===== src/hdl/pctl_map.svh =====
// Register offsets, field positions, reset values and constants of the irq controller
//
// Overview of operation
// - Legacy mode: peripherals need group enable too
// - Enable one: eight peripheral gates, reset zero
// - Enable two: five gates, top three read zero
// - Priority bits act only with levels enabled
// - Priority one: one is high, resets ones
// - Priority two: five bits, top zero, ones
// - Reset control bit seven enables priority levels
// - Reset control bits six, five zero; causes
// - External pins edge sensitive, edge selectable
// - Selected edge sets flag; enable gates request
// - Enabled external flag wakes sleeping processor
// - Vector after wake only with global enable
// - External one, two priority bits; zero high
// - Timer zero roll-over sets flag, both modes
// - Timer zero enable and priority bits
// - Port upper nibble change sets change flag
// - Entry pushes return address, saves context
// - Flags set regardless of any enable
`ifndef PCTL_MAP_SVH
`define PCTL_MAP_SVH

// ------------------------------------------------------------
// Register byte offsets
// ------------------------------------------------------------
`define PCTL_OFF_EN_ONE    8'h00
`define PCTL_OFF_EN_TWO    8'h04
`define PCTL_OFF_PRIO_ONE  8'h08
`define PCTL_OFF_PRIO_TWO  8'h0c
`define PCTL_OFF_RST_CTL   8'h10
`define PCTL_OFF_MAIN_CTL  8'h14
`define PCTL_OFF_CTL_TWO   8'h18
`define PCTL_OFF_CTL_THREE 8'h1c
`define PCTL_OFF_TMR_MODE  8'h20
`define PCTL_OFF_STATUS    8'h24

// ------------------------------------------------------------
// Reset values and implemented-bit masks
// ------------------------------------------------------------
`define PCTL_RST_EN        8'h00
`define PCTL_RST_PRIO_ONE  8'hff
`define PCTL_RST_PRIO_TWO  8'h1f
`define PCTL_MASK_TWO      8'h1f
`define PCTL_RST_MAIN      8'h00
`define PCTL_RST_CTL_TWO   8'hf5
`define PCTL_MASK_CTL_TWO  8'hf5
`define PCTL_RST_CTL_THREE 8'hc0
`define PCTL_MASK_CTL_THR  8'hdb

// ------------------------------------------------------------
// Field positions
// ------------------------------------------------------------
`define PCTL_RC_PRIO_LVL   7
`define PCTL_MC_GLOBAL     7
`define PCTL_MC_GROUP      6
`define PCTL_MC_T0_EN      5
`define PCTL_MC_X0_EN      4
`define PCTL_MC_PB_EN      3
`define PCTL_MC_T0_FLAG    2
`define PCTL_MC_X0_FLAG    1
`define PCTL_MC_PB_FLAG    0
`define PCTL_C2_EDGE0      6
`define PCTL_C2_EDGE1      5
`define PCTL_C2_EDGE2      4
`define PCTL_C2_T0_PRIO    2
`define PCTL_C2_PB_PRIO    0
`define PCTL_C3_X2_PRIO    7
`define PCTL_C3_X1_PRIO    6
`define PCTL_C3_X2_EN      4
`define PCTL_C3_X1_EN      3
`define PCTL_C3_X2_FLAG    1
`define PCTL_C3_X1_FLAG    0

// ------------------------------------------------------------
// Timer roll-over values and stack geometry
// ------------------------------------------------------------
`define PCTL_T0_MAX8       8'hff
`define PCTL_T0_MAX16      16'hffff
`define PCTL_STACK_DEPTH   8
`define PCTL_PC_W          16

`endif


===== src/hdl/pctl_pkg.sv =====
// Types shared by the peripheral irq controller files
package pctl_pkg;

    // Context copied on interrupt entry
    typedef struct packed {
        logic [7:0] working_register;
        logic [7:0] status;
        logic [7:0] bank_select_register;
    } pctl_ctx_s;

    // Asynchronous pin group: port upper nibble and three external pins
    typedef struct packed {
        logic [3:0] port_b_hi;
        logic [2:0] ext_irq;
    } pctl_pins_s;

    // Bus slave phase, one-hot
    typedef enum logic [1:0] {
        PCTL_BUS_IDLE   = 2'b01,
        PCTL_BUS_ACCESS = 2'b10
    } pctl_bus_e;

endpackage


===== src/hdl/pctl_irq_ctrl.sv =====
// Peripheral interrupt enable, priority and routing with APB register access
//
// The implementer's own choices: the APB interface to the registers and the register addresses.
`timescale 1ns/1ps
`include "pctl_map.svh"

module pctl_irq_ctrl (
    // Clock and reset
    input  wire logic                    pclk,
    input  wire logic                    presetn,
    // APB slave
    input  wire logic                    psel,
    input  wire logic                    penable,
    input  wire logic                    pwrite,
    input  wire logic [7:0]              paddr,
    input  wire logic [31:0]             pwdata,
    output logic      [31:0]             prdata_ff,
    output logic                         pready_ff,
    output logic                         pslverr_ff,
    // Peripheral flag levels, same clock
    input  wire logic [7:0]              periph_flags_one,
    input  wire logic [4:0]              periph_flags_two,
    input  wire logic [4:0]              reset_cause_flags,
    input  wire logic [15:0]             timer_zero_count,
    // Asynchronous pins
    input  wire pctl_pkg::pctl_pins_s    pins,
    // Processor core
    input  wire logic                    core_sleeping,
    input  wire logic                    irq_enter,
    input  wire logic                    ret_pop,
    input  wire logic [`PCTL_PC_W-1:0]   ret_pc,
    input  wire pctl_pkg::pctl_ctx_s     ctx_in,
    output logic                         irq_high_ff,
    output logic                         irq_low_ff,
    output logic                         wake_ff,
    output pctl_pkg::pctl_ctx_s          fast_ctx_ff,
    output logic      [`PCTL_PC_W-1:0]   ret_pc_ff
);
    import pctl_pkg::*;

    // ------------------------------------------------------------
    // Helper functions
    // ------------------------------------------------------------
    // Hardware set beats a simultaneous software clear
    function automatic logic flag_nxt(input logic cur, input logic set,
                                      input logic wr, input logic wbit);
        flag_nxt = set | (wr ? wbit : cur);
    endfunction

    // Offset decode, shared by read mux and write strobes
    function automatic logic hit(input logic [7:0] addr, input logic [7:0] off);
        hit = (addr == off);
    endfunction

    // ------------------------------------------------------------
    // Registers
    // ------------------------------------------------------------
    pctl_bus_e   bus_ff;
    logic [7:0]  en_one_ff;
    logic [4:0]  en_two_ff;
    logic [7:0]  prio_one_ff;
    logic [4:0]  prio_two_ff;
    logic        prio_lvl_ff;
    logic [7:0]  main_ctl_ff;
    logic [7:0]  ctl_two_ff;
    logic [7:0]  ctl_three_ff;
    logic        t0_mode16_ff;
    logic [15:0] t0_prev_ff;
    logic        t0_primed_ff;
    logic [6:0]  sync1_ff;
    logic [6:0]  sync2_ff;
    logic [6:0]  sync3_ff;
    logic [6:0]  stable_ff;
    logic [3:0]  primed_ff;
    logic        stack_full;
    logic [31:0] nxt_rdata;
    logic        nxt_err;
    logic        wr_en;
    logic        wr_main;
    logic        wr_three;
    logic [7:0]  wd;
    logic [6:0]  pin_change;
    logic [2:0]  ext_event;
    logic        pb_event;
    logic        t0_event;
    logic [17:0] req;
    logic [17:0] prio;
    logic [17:0] group;
    logic        nxt_high;
    logic        nxt_low;

    assign wd = pwdata[7:0];
    // Writes land only at the completing access edge
    assign wr_en = psel && penable && pwrite && pready_ff;
    assign wr_main  = wr_en && hit(paddr, `PCTL_OFF_MAIN_CTL);
    assign wr_three = wr_en && hit(paddr, `PCTL_OFF_CTL_THREE);

    // ------------------------------------------------------------
    // APB slave: one setup, one access cycle, no wait states
    // ------------------------------------------------------------
    always_ff @(posedge pclk or negedge presetn) begin
        if (!presetn) begin
            bus_ff    <= PCTL_BUS_IDLE;
            pready_ff <= 1'b0;
        end else begin
            case (bus_ff)
                PCTL_BUS_IDLE: begin
                    if (psel && !penable) begin
                        bus_ff    <= PCTL_BUS_ACCESS;
                        pready_ff <= 1'b1;
                    end
                end
                PCTL_BUS_ACCESS: begin
                    bus_ff    <= PCTL_BUS_IDLE;
                    pready_ff <= 1'b0;
                end
                default: begin
                    bus_ff    <= PCTL_BUS_IDLE;
                    pready_ff <= 1'b0;
                end
            endcase
        end
    end

    // Read mux; unimplemented bits read zero, unmapped offsets error
    always_comb begin
        nxt_rdata = 32'h0000_0000;
        nxt_err   = 1'b0;
        if (hit(paddr, `PCTL_OFF_EN_ONE)) begin
            nxt_rdata[7:0] = en_one_ff;
        end else if (hit(paddr, `PCTL_OFF_EN_TWO)) begin
            nxt_rdata[4:0] = en_two_ff;
        end else if (hit(paddr, `PCTL_OFF_PRIO_ONE)) begin
            nxt_rdata[7:0] = prio_one_ff;
        end else if (hit(paddr, `PCTL_OFF_PRIO_TWO)) begin
            nxt_rdata[4:0] = prio_two_ff;
        end else if (hit(paddr, `PCTL_OFF_RST_CTL)) begin
            nxt_rdata[7:0] = {prio_lvl_ff, 2'b00, reset_cause_flags};
        end else if (hit(paddr, `PCTL_OFF_MAIN_CTL)) begin
            nxt_rdata[7:0] = main_ctl_ff;
        end else if (hit(paddr, `PCTL_OFF_CTL_TWO)) begin
            nxt_rdata[7:0] = ctl_two_ff;
        end else if (hit(paddr, `PCTL_OFF_CTL_THREE)) begin
            nxt_rdata[7:0] = ctl_three_ff;
        end else if (hit(paddr, `PCTL_OFF_TMR_MODE)) begin
            nxt_rdata[0] = t0_mode16_ff;
        end else if (hit(paddr, `PCTL_OFF_STATUS)) begin
            nxt_rdata[3:0] = {stack_full, wake_ff, irq_low_ff, irq_high_ff};
        end else begin
            nxt_err = 1'b1;
        end
    end

    // Read data and error captured in setup, shown during access
    always_ff @(posedge pclk or negedge presetn) begin
        if (!presetn) begin
            prdata_ff  <= 32'h0000_0000;
            pslverr_ff <= 1'b0;
        end else if (psel && !penable) begin
            prdata_ff  <= pwrite ? 32'h0000_0000 : nxt_rdata;
            pslverr_ff <= nxt_err;
        end else begin
            pslverr_ff <= 1'b0;
        end
    end

    // ------------------------------------------------------------
    // Peripheral enable and priority registers
    // ------------------------------------------------------------
    // enable one, reset zero
    always_ff @(posedge pclk or negedge presetn) begin
        if (!presetn) begin
            en_one_ff <= `PCTL_RST_EN;
        end else if (wr_en && hit(paddr, `PCTL_OFF_EN_ONE)) begin
            en_one_ff <= wd;
        end
    end

    always_ff @(posedge pclk or negedge presetn) begin
        if (!presetn) begin
            en_two_ff <= 5'(`PCTL_RST_EN);
        end else if (wr_en && hit(paddr, `PCTL_OFF_EN_TWO)) begin
            en_two_ff <= wd[4:0];
        end
    end

    always_ff @(posedge pclk or negedge presetn) begin
        if (!presetn) begin
            prio_one_ff <= `PCTL_RST_PRIO_ONE;
        end else if (wr_en && hit(paddr, `PCTL_OFF_PRIO_ONE)) begin
            prio_one_ff <= wd;
        end
    end

    always_ff @(posedge pclk or negedge presetn) begin
        if (!presetn) begin
            prio_two_ff <= 5'(`PCTL_RST_PRIO_TWO);
        end else if (wr_en && hit(paddr, `PCTL_OFF_PRIO_TWO)) begin
            prio_two_ff <= wd[4:0];
        end
    end

    always_ff @(posedge pclk or negedge presetn) begin
        if (!presetn) begin
            prio_lvl_ff <= 1'b0;
        end else if (wr_en && hit(paddr, `PCTL_OFF_RST_CTL)) begin
            prio_lvl_ff <= wd[`PCTL_RC_PRIO_LVL];
        end
    end

    // Timer zero width: 8-bit by default
    always_ff @(posedge pclk or negedge presetn) begin
        if (!presetn) begin
            t0_mode16_ff <= 1'b0;
        end else if (wr_en && hit(paddr, `PCTL_OFF_TMR_MODE)) begin
            t0_mode16_ff <= wd[0];
        end
    end

    // ------------------------------------------------------------
    // Pin synchronisers and change qualification
    // ------------------------------------------------------------
    // three flops, change accepted when stages two and three agree
    genvar gi;
    generate
        for (gi = 0; gi < 7; gi++) begin : g_sync
            always_ff @(posedge pclk or negedge presetn) begin
                if (!presetn) begin
                    sync1_ff[gi]  <= 1'b0;
                    sync2_ff[gi]  <= 1'b0;
                    sync3_ff[gi]  <= 1'b0;
                    stable_ff[gi] <= 1'b0;
                end else begin
                    sync1_ff[gi] <= pins[gi];
                    sync2_ff[gi] <= sync1_ff[gi];
                    sync3_ff[gi] <= sync2_ff[gi];
                    if (sync2_ff[gi] == sync3_ff[gi]) begin
                        stable_ff[gi] <= sync3_ff[gi];
                    end
                end
            end
            // First agreed level after reset is taken silently
            assign pin_change[gi] = primed_ff[3] && (sync2_ff[gi] == sync3_ff[gi])
                                    && (sync3_ff[gi] != stable_ff[gi]);
        end
    endgenerate

    // Priming waits for the pipeline to fill so reset levels make no event
    always_ff @(posedge pclk or negedge presetn) begin
        if (!presetn) begin
            primed_ff <= 4'h0;
        end else begin
            primed_ff <= {primed_ff[2:0], 1'b1};
        end
    end

    // edge select picks rising or falling per pin
    assign ext_event[0] = pin_change[0] && (sync3_ff[0] == ctl_two_ff[`PCTL_C2_EDGE0]);
    assign ext_event[1] = pin_change[1] && (sync3_ff[1] == ctl_two_ff[`PCTL_C2_EDGE1]);
    assign ext_event[2] = pin_change[2] && (sync3_ff[2] == ctl_two_ff[`PCTL_C2_EDGE2]);
    // any change on the upper port nibble
    assign pb_event = |pin_change[6:3];

    // ------------------------------------------------------------
    // Timer zero roll-over
    // ------------------------------------------------------------
    always_ff @(posedge pclk or negedge presetn) begin
        if (!presetn) begin
            t0_prev_ff   <= 16'h0000;
            t0_primed_ff <= 1'b0;
        end else begin
            t0_prev_ff   <= timer_zero_count;
            t0_primed_ff <= 1'b1;
        end
    end

    // FFh to 00h in 8-bit mode, FFFFh to 0000h in 16-bit mode
    assign t0_event = t0_primed_ff && (t0_mode16_ff ?
        (t0_prev_ff == `PCTL_T0_MAX16 && timer_zero_count == 16'h0000) :
        (t0_prev_ff[7:0] == `PCTL_T0_MAX8 && timer_zero_count[7:0] == 8'h00));

    // ------------------------------------------------------------
    // Control registers holding core-side flags
    // ------------------------------------------------------------
    // flags set whatever the enables; edge sets flag
    always_ff @(posedge pclk or negedge presetn) begin
        if (!presetn) begin
            main_ctl_ff <= `PCTL_RST_MAIN;
        end else begin
            main_ctl_ff[7:3] <= wr_main ? wd[7:3] : main_ctl_ff[7:3];
            main_ctl_ff[`PCTL_MC_T0_FLAG] <= flag_nxt(main_ctl_ff[`PCTL_MC_T0_FLAG],
                t0_event, wr_main, wd[`PCTL_MC_T0_FLAG]);
            main_ctl_ff[`PCTL_MC_X0_FLAG] <= flag_nxt(main_ctl_ff[`PCTL_MC_X0_FLAG],
                ext_event[0], wr_main, wd[`PCTL_MC_X0_FLAG]);
            main_ctl_ff[`PCTL_MC_PB_FLAG] <= flag_nxt(main_ctl_ff[`PCTL_MC_PB_FLAG],
                pb_event, wr_main, wd[`PCTL_MC_PB_FLAG]);
        end
    end

    // Edge selects and timer/port priorities; bits 3 and 1 unimplemented
    always_ff @(posedge pclk or negedge presetn) begin
        if (!presetn) begin
            ctl_two_ff <= `PCTL_RST_CTL_TWO;
        end else if (wr_en && hit(paddr, `PCTL_OFF_CTL_TWO)) begin
            ctl_two_ff <= wd & `PCTL_MASK_CTL_TWO;
        end
    end

    // flags stay until software clears them
    always_ff @(posedge pclk or negedge presetn) begin
        if (!presetn) begin
            ctl_three_ff <= `PCTL_RST_CTL_THREE;
        end else begin
            ctl_three_ff[7:2] <= wr_three ? (wd[7:2] & 6'(`PCTL_MASK_CTL_THR >> 2))
                                          : ctl_three_ff[7:2];
            ctl_three_ff[`PCTL_C3_X2_FLAG] <= flag_nxt(ctl_three_ff[`PCTL_C3_X2_FLAG],
                ext_event[2], wr_three, wd[`PCTL_C3_X2_FLAG]);
            ctl_three_ff[`PCTL_C3_X1_FLAG] <= flag_nxt(ctl_three_ff[`PCTL_C3_X1_FLAG],
                ext_event[1], wr_three, wd[`PCTL_C3_X1_FLAG]);
        end
    end

    // ------------------------------------------------------------
    // Request forming and routing
    // ------------------------------------------------------------
    // flag AND enable per source; core-source gates
    assign req = {periph_flags_one & en_one_ff,
                  periph_flags_two & en_two_ff,
                  main_ctl_ff[`PCTL_MC_X0_FLAG] & main_ctl_ff[`PCTL_MC_X0_EN],
                  ctl_three_ff[`PCTL_C3_X1_FLAG] & ctl_three_ff[`PCTL_C3_X1_EN],
                  ctl_three_ff[`PCTL_C3_X2_FLAG] & ctl_three_ff[`PCTL_C3_X2_EN],
                  main_ctl_ff[`PCTL_MC_T0_FLAG] & main_ctl_ff[`PCTL_MC_T0_EN],
                  main_ctl_ff[`PCTL_MC_PB_FLAG] & main_ctl_ff[`PCTL_MC_PB_EN]};
    // external zero is always high priority
    assign prio = {prio_one_ff, prio_two_ff, 1'b1,
                   ctl_three_ff[`PCTL_C3_X1_PRIO], ctl_three_ff[`PCTL_C3_X2_PRIO],
                   ctl_two_ff[`PCTL_C2_T0_PRIO], ctl_two_ff[`PCTL_C2_PB_PRIO]};
    // Peripheral sources sit behind the group enable in legacy mode
    assign group = {13'h1fff, 5'h00};

    // priorities only matter with levels on; group gate in legacy
    always_comb begin
        nxt_high = 1'b0;
        nxt_low  = 1'b0;
        if (prio_lvl_ff) begin
            nxt_high = main_ctl_ff[`PCTL_MC_GLOBAL] && |(req & prio);
            // Low level also needs the second enable, held in the group bit
            nxt_low  = main_ctl_ff[`PCTL_MC_GLOBAL] && main_ctl_ff[`PCTL_MC_GROUP]
                       && |(req & ~prio);
        end else begin
            nxt_high = main_ctl_ff[`PCTL_MC_GLOBAL] &&
                       (|(req & ~group) || (main_ctl_ff[`PCTL_MC_GROUP] && |(req & group)));
        end
    end

    // vector requests gated by global enable; wake ignores it
    always_ff @(posedge pclk or negedge presetn) begin
        if (!presetn) begin
            irq_high_ff <= 1'b0;
            irq_low_ff  <= 1'b0;
            wake_ff     <= 1'b0;
        end else begin
            irq_high_ff <= nxt_high;
            irq_low_ff  <= nxt_low;
            wake_ff     <= core_sleeping && |req;
        end
    end

    // ------------------------------------------------------------
    // Context saving on interrupt entry
    // ------------------------------------------------------------
    // one-deep fast copy of working, status and bank registers
    always_ff @(posedge pclk or negedge presetn) begin
        if (!presetn) begin
            fast_ctx_ff <= '0;
        end else if (irq_enter) begin
            fast_ctx_ff <= ctx_in;
        end
    end

    // return address pushed on the hardware stack
    pctl_ret_stack u_ret_stack (
        .pclk       (pclk),
        .presetn    (presetn),
        .push       (irq_enter),
        .push_data  (ret_pc),
        .pop        (ret_pop),
        .rd_data_ff (ret_pc_ff),
        .full_ff    (stack_full)
    );

endmodule // pctl_irq_ctrl


===== src/hdl/pctl_ret_stack.sv =====
// Return address stack memory with registered read data
`timescale 1ns/1ps
`include "pctl_map.svh"

module pctl_ret_stack (
    // Clock and reset
    input  wire logic                    pclk,
    input  wire logic                    presetn,
    // Push side
    input  wire logic                    push,
    input  wire logic [`PCTL_PC_W-1:0]   push_data,
    // Pop side
    input  wire logic                    pop,
    output logic      [`PCTL_PC_W-1:0]   rd_data_ff,
    output logic                         full_ff
);

    logic [`PCTL_PC_W-1:0] mem [`PCTL_STACK_DEPTH];
    logic [3:0]            depth_ff;

    // ------------------------------------------------------------
    // Storage; a push onto a full stack is dropped, not wrapped
    // ------------------------------------------------------------
    always_ff @(posedge pclk) begin
        if (push && (depth_ff < 4'(`PCTL_STACK_DEPTH))) begin
            mem[depth_ff[2:0]] <= push_data;
        end
    end

    // Occupancy count; pop has priority if both arrive together
    always_ff @(posedge pclk or negedge presetn) begin
        if (!presetn) begin
            depth_ff <= 4'h0;
        end else if (pop && (depth_ff != 4'h0)) begin
            depth_ff <= depth_ff - 4'h1;
        end else if (push && (depth_ff < 4'(`PCTL_STACK_DEPTH))) begin
            depth_ff <= depth_ff + 4'h1;
        end
    end

    // Popped address is registered so the core sees a clean value
    always_ff @(posedge pclk or negedge presetn) begin
        if (!presetn) begin
            rd_data_ff <= '0;
        end else if (pop && (depth_ff != 4'h0)) begin
            rd_data_ff <= mem[3'(depth_ff - 4'h1)];
        end
    end

    // Full indication for software visibility
    always_ff @(posedge pclk or negedge presetn) begin
        if (!presetn) begin
            full_ff <= 1'b0;
        end else begin
            full_ff <= (depth_ff == 4'(`PCTL_STACK_DEPTH));
        end
    end

endmodule // pctl_ret_stack


===== config.mk =====
export PLATFORM = sky130hd
export DESIGN_NAME = pctl_irq_ctrl
export DESIGN_NICKNAME = d
export VERILOG_FILES = /design/src/hdl/pctl_pkg.sv /design/src/hdl/pctl_irq_ctrl.sv /design/src/hdl/pctl_ret_stack.sv
export VERILOG_INCLUDE_DIRS = /design/src /design/src/hdl
export SDC_FILE = /design/constraint.sdc
export NUM_CORES = 1
export LEC_CHECK = 0
export BUFFER_PORTS_ARGS = -buffer_cell sky130_fd_sc_hd__buf_4
export CAP_MARGIN = 40
export CORE_MARGIN = 2
export CORE_UTILIZATION = 58
export CTS_BUF_LIST = sky130_fd_sc_hd__clkbuf_4 sky130_fd_sc_hd__clkbuf_8
export DETAILED_ROUTE_END_ITERATION = 8
export MAX_ROUTING_LAYER = met4
export PLACE_DENSITY = 0.82
export SYNTH_ARGS = -nofsm -noshare
export SYNTH_HDL_FRONTEND = slang
export SYNTH_SLANG_ARGS = --single-unit

===== constraint.sdc =====
create_clock -name pclk -period 2.9 [get_ports pclk]
set_input_delay 0.145 -clock pclk [delete_from_list [all_inputs] [get_ports pclk]]
set_output_delay 0.145 -clock pclk [all_outputs]
set_load 0.005 [all_outputs]

# Yosys cells after proc, flatten, opt, wreduce, memory -nomap -nowiden
# Memory sizes are Yosys's and may differ from the RTL's. A register that Yosys moved wholly into a read port is not among the register bits.
# Index checks and enable logic that the tools add are counted.
dict set report totals {
  input_bits 129
  reg_bits 165
  memories 1
  ram_bits 128
  output_inout_bits 77
  wordCells 201
}
dict set report op_classes {
  n_mux 42
  n_eq_ne 31
  n_reduce_logical 55
  magnitude_cmp 1
  bitwise_logic 15
  add_sub_neg 2
}
# name depth word_bits read_ports rd_clocked_by_memory_dff wr line_no
set mem_list {}
lappend mem_list {u_ret_stack.mem 8 16 1 1 1 pctl_ret_stack.sv:18} ;# logic [`PCTL_PC_W-1:0] mem [`PCTL_STACK_DEPTH];
# cell n
set ops {}
lappend ops {{$reduce_or A18 Y1} 3}
lappend ops {{$mux W8} 6}
lappend ops {{$logic_and A1 B1 Y1} 41}
lappend ops {{$and A18 B18 Y18} 2}
lappend ops {{$eq A8 B5 Y1 const B} 4}
lappend ops {{$mux W1} 24}
lappend ops {{$mux W4} 5}
lappend ops {{$not A18 Y18} 1}
lappend ops {{$eq A16 B16 Y1 const B} 1}
lappend ops {{$eq A8 B4 Y1 const B} 2}
lappend ops {{$eq A8 B6 Y1 const B} 2}
lappend ops {{$logic_not A16 Y1} 1}
lappend ops {{$logic_not A8 Y1} 2}
lappend ops {{$reduce_or A13 Y1} 1}
lappend ops {{$eq A1 B1 Y1} 10}
lappend ops {{$mux W5} 2}
lappend ops {{$mux W3} 3}
lappend ops {{$and A8 B8 Y8} 1}
lappend ops {{$eq A8 B3 Y1 const B} 1}
lappend ops {{$eq A8 B8 Y1 const B} 1}
lappend ops {{$ne A1 B1 Y1} 7}
lappend ops {{$and A1 B1 Y1} 5}
lappend ops {{$and A5 B5 Y5} 1}
lappend ops {{$or A1 B1 Y1} 5}
lappend ops {{13 further kinds} 15}

# Depth between registers and ports, before layout
dict set report depth {
  word_depth 12
  ltp_mapped 9
  mapped_depth_nobuf 7
}

# Hierarchy
# From an unflattened synthesis, not the netlist that was laid out.
dict set report unflattened {
  cells_unflattened 765
  hier_area_um2 11795.1
}
# mod area_each_um2 n_inst seq_area_each_um2 cells_each
set modules_own_cells {}
lappend modules_own_cells {pctl_irq_ctrl 6092.1 1 3380.7 495}
lappend modules_own_cells {pctl_ret_stack 5703.0 1 4369.2 270}

# Least setup slack after synthesis
# OpenSTA, ideal clock, no wires.
dict set report synth_path {
  path_kind {input port to flip-flop}
  from {input port irq_enter}
  to {memory u_ret_stack.mem[0][0] in the netlist's numbering, enable pin}
  required_time_ns 2.491
  path_buffers 1
  cell_stages 4
  setup_ns 0.409
  slack_ns 0.513
  arrival_ns 1.978
  path_cell_list {clkbuf_1 -> nor2b_1 -> nand2_1 -> nor3_1}
}
dict set report synth_between {
  elab_chain_len 3
}
# element line_no
set synth_lines {}
lappend synth_lines {{from (decl)} pctl_irq_ctrl.sv:29} ;# input wire logic irq_enter,
lappend synth_lines {{$logic_and A1 B1 Y1} pctl_ret_stack.sv:25} ;# if (push && (depth_ff < 4'(`PCTL_STACK_DEPTH))) begin
lappend synth_lines {{$mux W1} pctl_ret_stack.sv:25}
lappend synth_lines {{$mux W1 (implied by the code)} pctl_ret_stack.sv:26} ;# mem[depth_ff[2:0]] <= push_data;
lappend synth_lines {{to (decl)} pctl_ret_stack.sv:18}
# No other way between the ends.

# Final worst setup path
dict set report layout_path {
  from {register u_ret_stack.depth_ff[0]}
  to {register u_ret_stack.rd_data_ff[7], read port of u_ret_stack.mem}
}
dict set report layout_between {
  elab_chain_len 2
  word_cells_on_any_way 3
  cone_classes {add/sub: 1; reduce/logical: 2}
}
# element line_no
set layout_lines {}
lappend layout_lines {{from (decl)} pctl_ret_stack.sv:19} ;# logic [3:0] depth_ff;
lappend layout_lines {{from (signal assigned)} pctl_ret_stack.sv:35} ;# depth_ff <= depth_ff - 4'h1;
lappend layout_lines {{from (signal assigned)} pctl_ret_stack.sv:37} ;# depth_ff <= depth_ff + 4'h1;
lappend layout_lines {{branches (longest 2 deep; another with $sub A4 B1 Y4)} n/a}
lappend layout_lines {{to (decl)} pctl_ret_stack.sv:14} ;# output logic [`PCTL_PC_W-1:0] rd_data_ff,
# Parallel ways; which one is timed is not known.
# A chain may end at the register's enable or synchronous reset.

==> results.toml <==
[outcome]
status = "complete, no violations"

[route]
drt_first_pass_iters = 5
avgViaCountPerCell = 5.86
ant_nets = 0
drtIter0Drc = 825
routed_wl_mm = 29.5
wl_per_cell_um = 21.9
drc = 0
vias = 7877

[logic_synthesis]
async_reset_ff_frac = 0.548
synthMuxAreaShare = 0.144
yosys.area_share.simple = 0.0907
synth_edf_count = 128
synth-xor-area-share = 0.00152
synth_compound_area_frac = 0.0568
synthAdderAreaFrac = 0.00824
synth-seq-cells = 283
synth.cell_area_mm2 = 0.0115
synth_area_per_cell_um2 = 15.1
synth.distinct_cells = 64
ys_seq_area_frac = 0.672
synth_ff_type = "dfrtp_1"
syn-instance-count = 765
synth_top_family_by_area = "multiplexers"
ys_warn_count = 0

[setup_path]
critPathLaunchType = "register"
crit_type = "register to register"
r2r_start = "u_ret_stack.depth_ff[0]"
arrival_ns = 2.77
critPathMaxFanout = 34
required_ns = 3.34
r2r_slack_ns = 0.57
reg2reg_depth = 6
critPathCaptureType = "register"
critPathMaxStageDelay_ns = 0.59
r2r_end = "u_ret_stack.rd_data_ff[7]"
cpMaxStageDelayCell = "dfrtp_2"
crit_chain = "inv_1 -> ha_1 -> buf_4 -> mux4_2 -> a22oi_1 -> nand2_1"

[job]
drv_cap = 0

[timing]
rsz0062_at_grt = "no"
worstMarginPinSlew_ns = 0.748
fin_crit_sh = 0.804
finalSetupViolCount = 0
relSlewSlack = 0.499
fin_crit_ns = 2.33
whs_ns = 0.0422
finalHoldViolCount = 0
skew_ns = 0.0332
timing.fmax_ghz = 0.429
final.setup.tns_ns = 0
drv_slew = 0

[cts]
cts_tree = "yes"
clk_pin_slew_ns = 0.07
clkLatencyLatePin_ns = 0.57
htree_levels = 2
cts.sinks = 283
clock_path_buffers = 3
root_buffer = "clkbuf_8"
cts-buffers-inserted = 44

[pwr]
power.density_mw_per_mm2 = 713
p_comb_frac = 0.220
swShare = 0.278
p_int_mw = 7.62
seq_power_share = 0.449
p_leak_nw = 6.05
clock_power_share = 0.331
peakVddDrop_mv = 0.712
p_sw_mw = 2.93

[worst_hold_path]
hold_path_depth = 3
hold_path_class = "input port to register"
hold_end = "pslverr_ff"
worst_hold_startpoint = "paddr[1]"

[floorplan]
ios = 206
initial_utilization = 0.593
fp.dieH_um = 145
coreArea_mm2 = 0.0195
fp.dieArea_mm2 = 0.0210
core.rowCount = 51
die_x_um = 145

[placed_design]
place.gp.congestion = 0.945
dp_hpwl_mm = 17.4
numPortBuffers = 157

[final_layout]
post-route-util = 0.760
areaGrowthSynthToFinish_pct = 28.2
fin_nets = 1174
drive_gt1_frac = 0.362
fill_cells = 1158

[global_route]
grt_pass1_wl_mm = 45.6
track_usage = 0.291
grt_pass1_vias = 8187
grt_max_degree = 65
antenna_found_initial = 2
grt-ovfl-total = 0
## power groups by stage
stage          clock, mW  combinational (mW)  sequential, mW
5_1_grt             3.72                2.49            4.77
2_1_floorplan          0                1.43            4.70
3_5_place_dp           0                2.20            4.78
3_3_place_gp           0                2.11            4.78
6_report            3.49                2.33            4.74
4_1_cts             3.53                2.32            4.73
## state kept, by name, summed over array words and instances, names as in the netlist, 7 cells and up
name	count
en_one_ff	8
sync3_ff	7
t0_prev_ff	16
u_ret_stack.rd_data_ff	16
prio_one_ff	8
sync1_ff	7
fast_ctx_ff	24
prdata_ff	8
main_ctl_ff	8
u_ret_stack.mem	128
sync2_ff	7
stable_ff	7
## cell type report
| type | count | area [µm²] | area share |
|---|---|---|---|
| Timing Repair Buffer | 258 | 2170 | 0.147 |
| Antenna cell | 2 | 5.00 | 0.000338 |
| Inverter | 8 | 30.0 | 0.00203 |
| Tap cell | 265 | 332 | 0.0224 |
| Clock buffer | 68 | 836 | 0.0565 |
| Sequential cell | 283 | 7750 | 0.524 |
| Clock inverter | 12 | 95.1 | 0.00643 |
| Multi-Input combinational cell | 448 | 3570 | 0.242 |
## what timing repair did
item                      in CTS  in global routing
hold endpoints to repair     293                  0
hold buffers                  81                  0
buffers inserted               0                  0
resized for setup              0                  0
## layout by cell type, fill, tap and decap left out, drive strengths merged, types with 3 or more instances in the layout
| master | netlist | final |
|---|---|---|
| buf | 34 | 177 |
| dfrtp | 133 | 133 |
| edfxtp | 128 | 128 |
| nand2 | 90 | 90 |
| dlygate4sd3 | 0 | 81 |
| mux2 | 68 | 68 |
| clkbuf | 15 | 68 |
| mux4 | 36 | 36 |
| nor2 | 28 | 28 |
| conb | 2 | 25 |
| a22oi | 23 | 23 |
| dfstp | 22 | 22 |
| nand3 | 20 | 20 |
| o21ai | 17 | 17 |
| a21oi | 13 | 13 |
| nand4 | 12 | 12 |
| o22ai | 10 | 10 |
| clkinv | 0 | 10 |
| inv | 8 | 9 |
| mux2i | 8 | 8 |
| nor2b | 7 | 7 |
| maj3 | 7 | 7 |
| nand2b | 6 | 6 |
| or4 | 6 | 6 |
| nor4 | 6 | 6 |
| nor3 | 6 | 6 |
| nor4b | 5 | 5 |
| and2 | 5 | 5 |
| a221oi | 4 | 4 |
| o221ai | 4 | 4 |
| and4 | 3 | 3 |
| and4b | 3 | 3 |
| o31ai | 3 | 3 |
## worst max path at each step
stage,cells past startpoint,end,from,slack (ns)
CTS,6,u_ret_stack.rd_data_ff[1],u_ret_stack.depth_ff[0],0.63
finish,6,u_ret_stack.rd_data_ff[7],u_ret_stack.depth_ff[0],0.57
detailed placement,6,u_ret_stack.rd_data_ff[7],u_ret_stack.depth_ff[0],0.65
global route,6,u_ret_stack.rd_data_ff[7],u_ret_stack.depth_ff[0],0.46
floorplan,4,u_ret_stack.mem[0][0],irq_enter,0.51
global placement,6,u_ret_stack.rd_data_ff[7],u_ret_stack.depth_ff[0],0.74
## cells by family (layout without fill, tap and decap cells)
group                      count (synthesis)  count (layout)
DFF                                      283             283
and+or+nand+nor                          205             205
muxes                                    112             112
AOI/OAI and AO/OA                         95              95
buffers and inverters                     57             346
adders and majority gates                  9               9
other                                      2              27
xor gates and xnor gates                   2               2
## worst max-delay path, delay by kind of cell, from the launching register on
kind,cells,cell delay [ns]
adder cells (fa/ha/maj),1,0.30
buffers and inverters,2,0.54
multiplexers,1,0.39
AO/OA/AOI/OAI,1,0.26
flip-flops,1,0.59
AND/OR/NAND/NOR,1,0.11
## per-stage QoR
stage / instances / setup slack, ns / total power, mW / cell area [µm²]
after global routing: 1344 / 0.455 / 11.0 / 14800
after global placement: 1181 / 0.739 / 6.89 / 13000
after detailed placement: 1181 / 0.650 / 6.99 / 13000
final: 1344 / 0.568 / 10.6 / 14800
after floorplan: 788 / 0.513 / 6.13 / 11600
after CTS: 1342 / 0.626 / 10.6 / 14800
## metal layers
layer | part of all wire | wire, µm | global-route usage
met2 | 0.52 | 15300 | 0.494
met5 | 0 | 0 | -
met1 | 0.37 | 10800 | 0.344
met4 | 0.037 | 1090 | 0.124
met3 | 0.078 | 2300 | 0.0528
## cell usage after synthesis (6+ instances only)
cell / instances / area share
a22oi_1: 23 / 0.015
nor2b_1: 7 / 0.0038
mux4_2: 36 / 0.070
dfstp_2: 22 / 0.050
inv_1: 8 / 0.0026
clkbuf_1: 15 / 0.0049
edfxtp_1: 128 / 0.33
o21ai_0: 17 / 0.0074
buf_1: 8 / 0.0026
nand3_1: 19 / 0.0082
nand2b_1: 6 / 0.0033
o22ai_1: 10 / 0.0054
nor2_1: 26 / 0.0085
maj3_1: 7 / 0.0061
mux2i_1: 8 / 0.0069
buf_4: 24 / 0.016
nand4_1: 12 / 0.0065
a21oi_1: 13 / 0.0056
nand2_1: 90 / 0.029
dfrtp_1: 133 / 0.29
mux2_2: 68 / 0.066
Power figures use the tool's default switching activity.
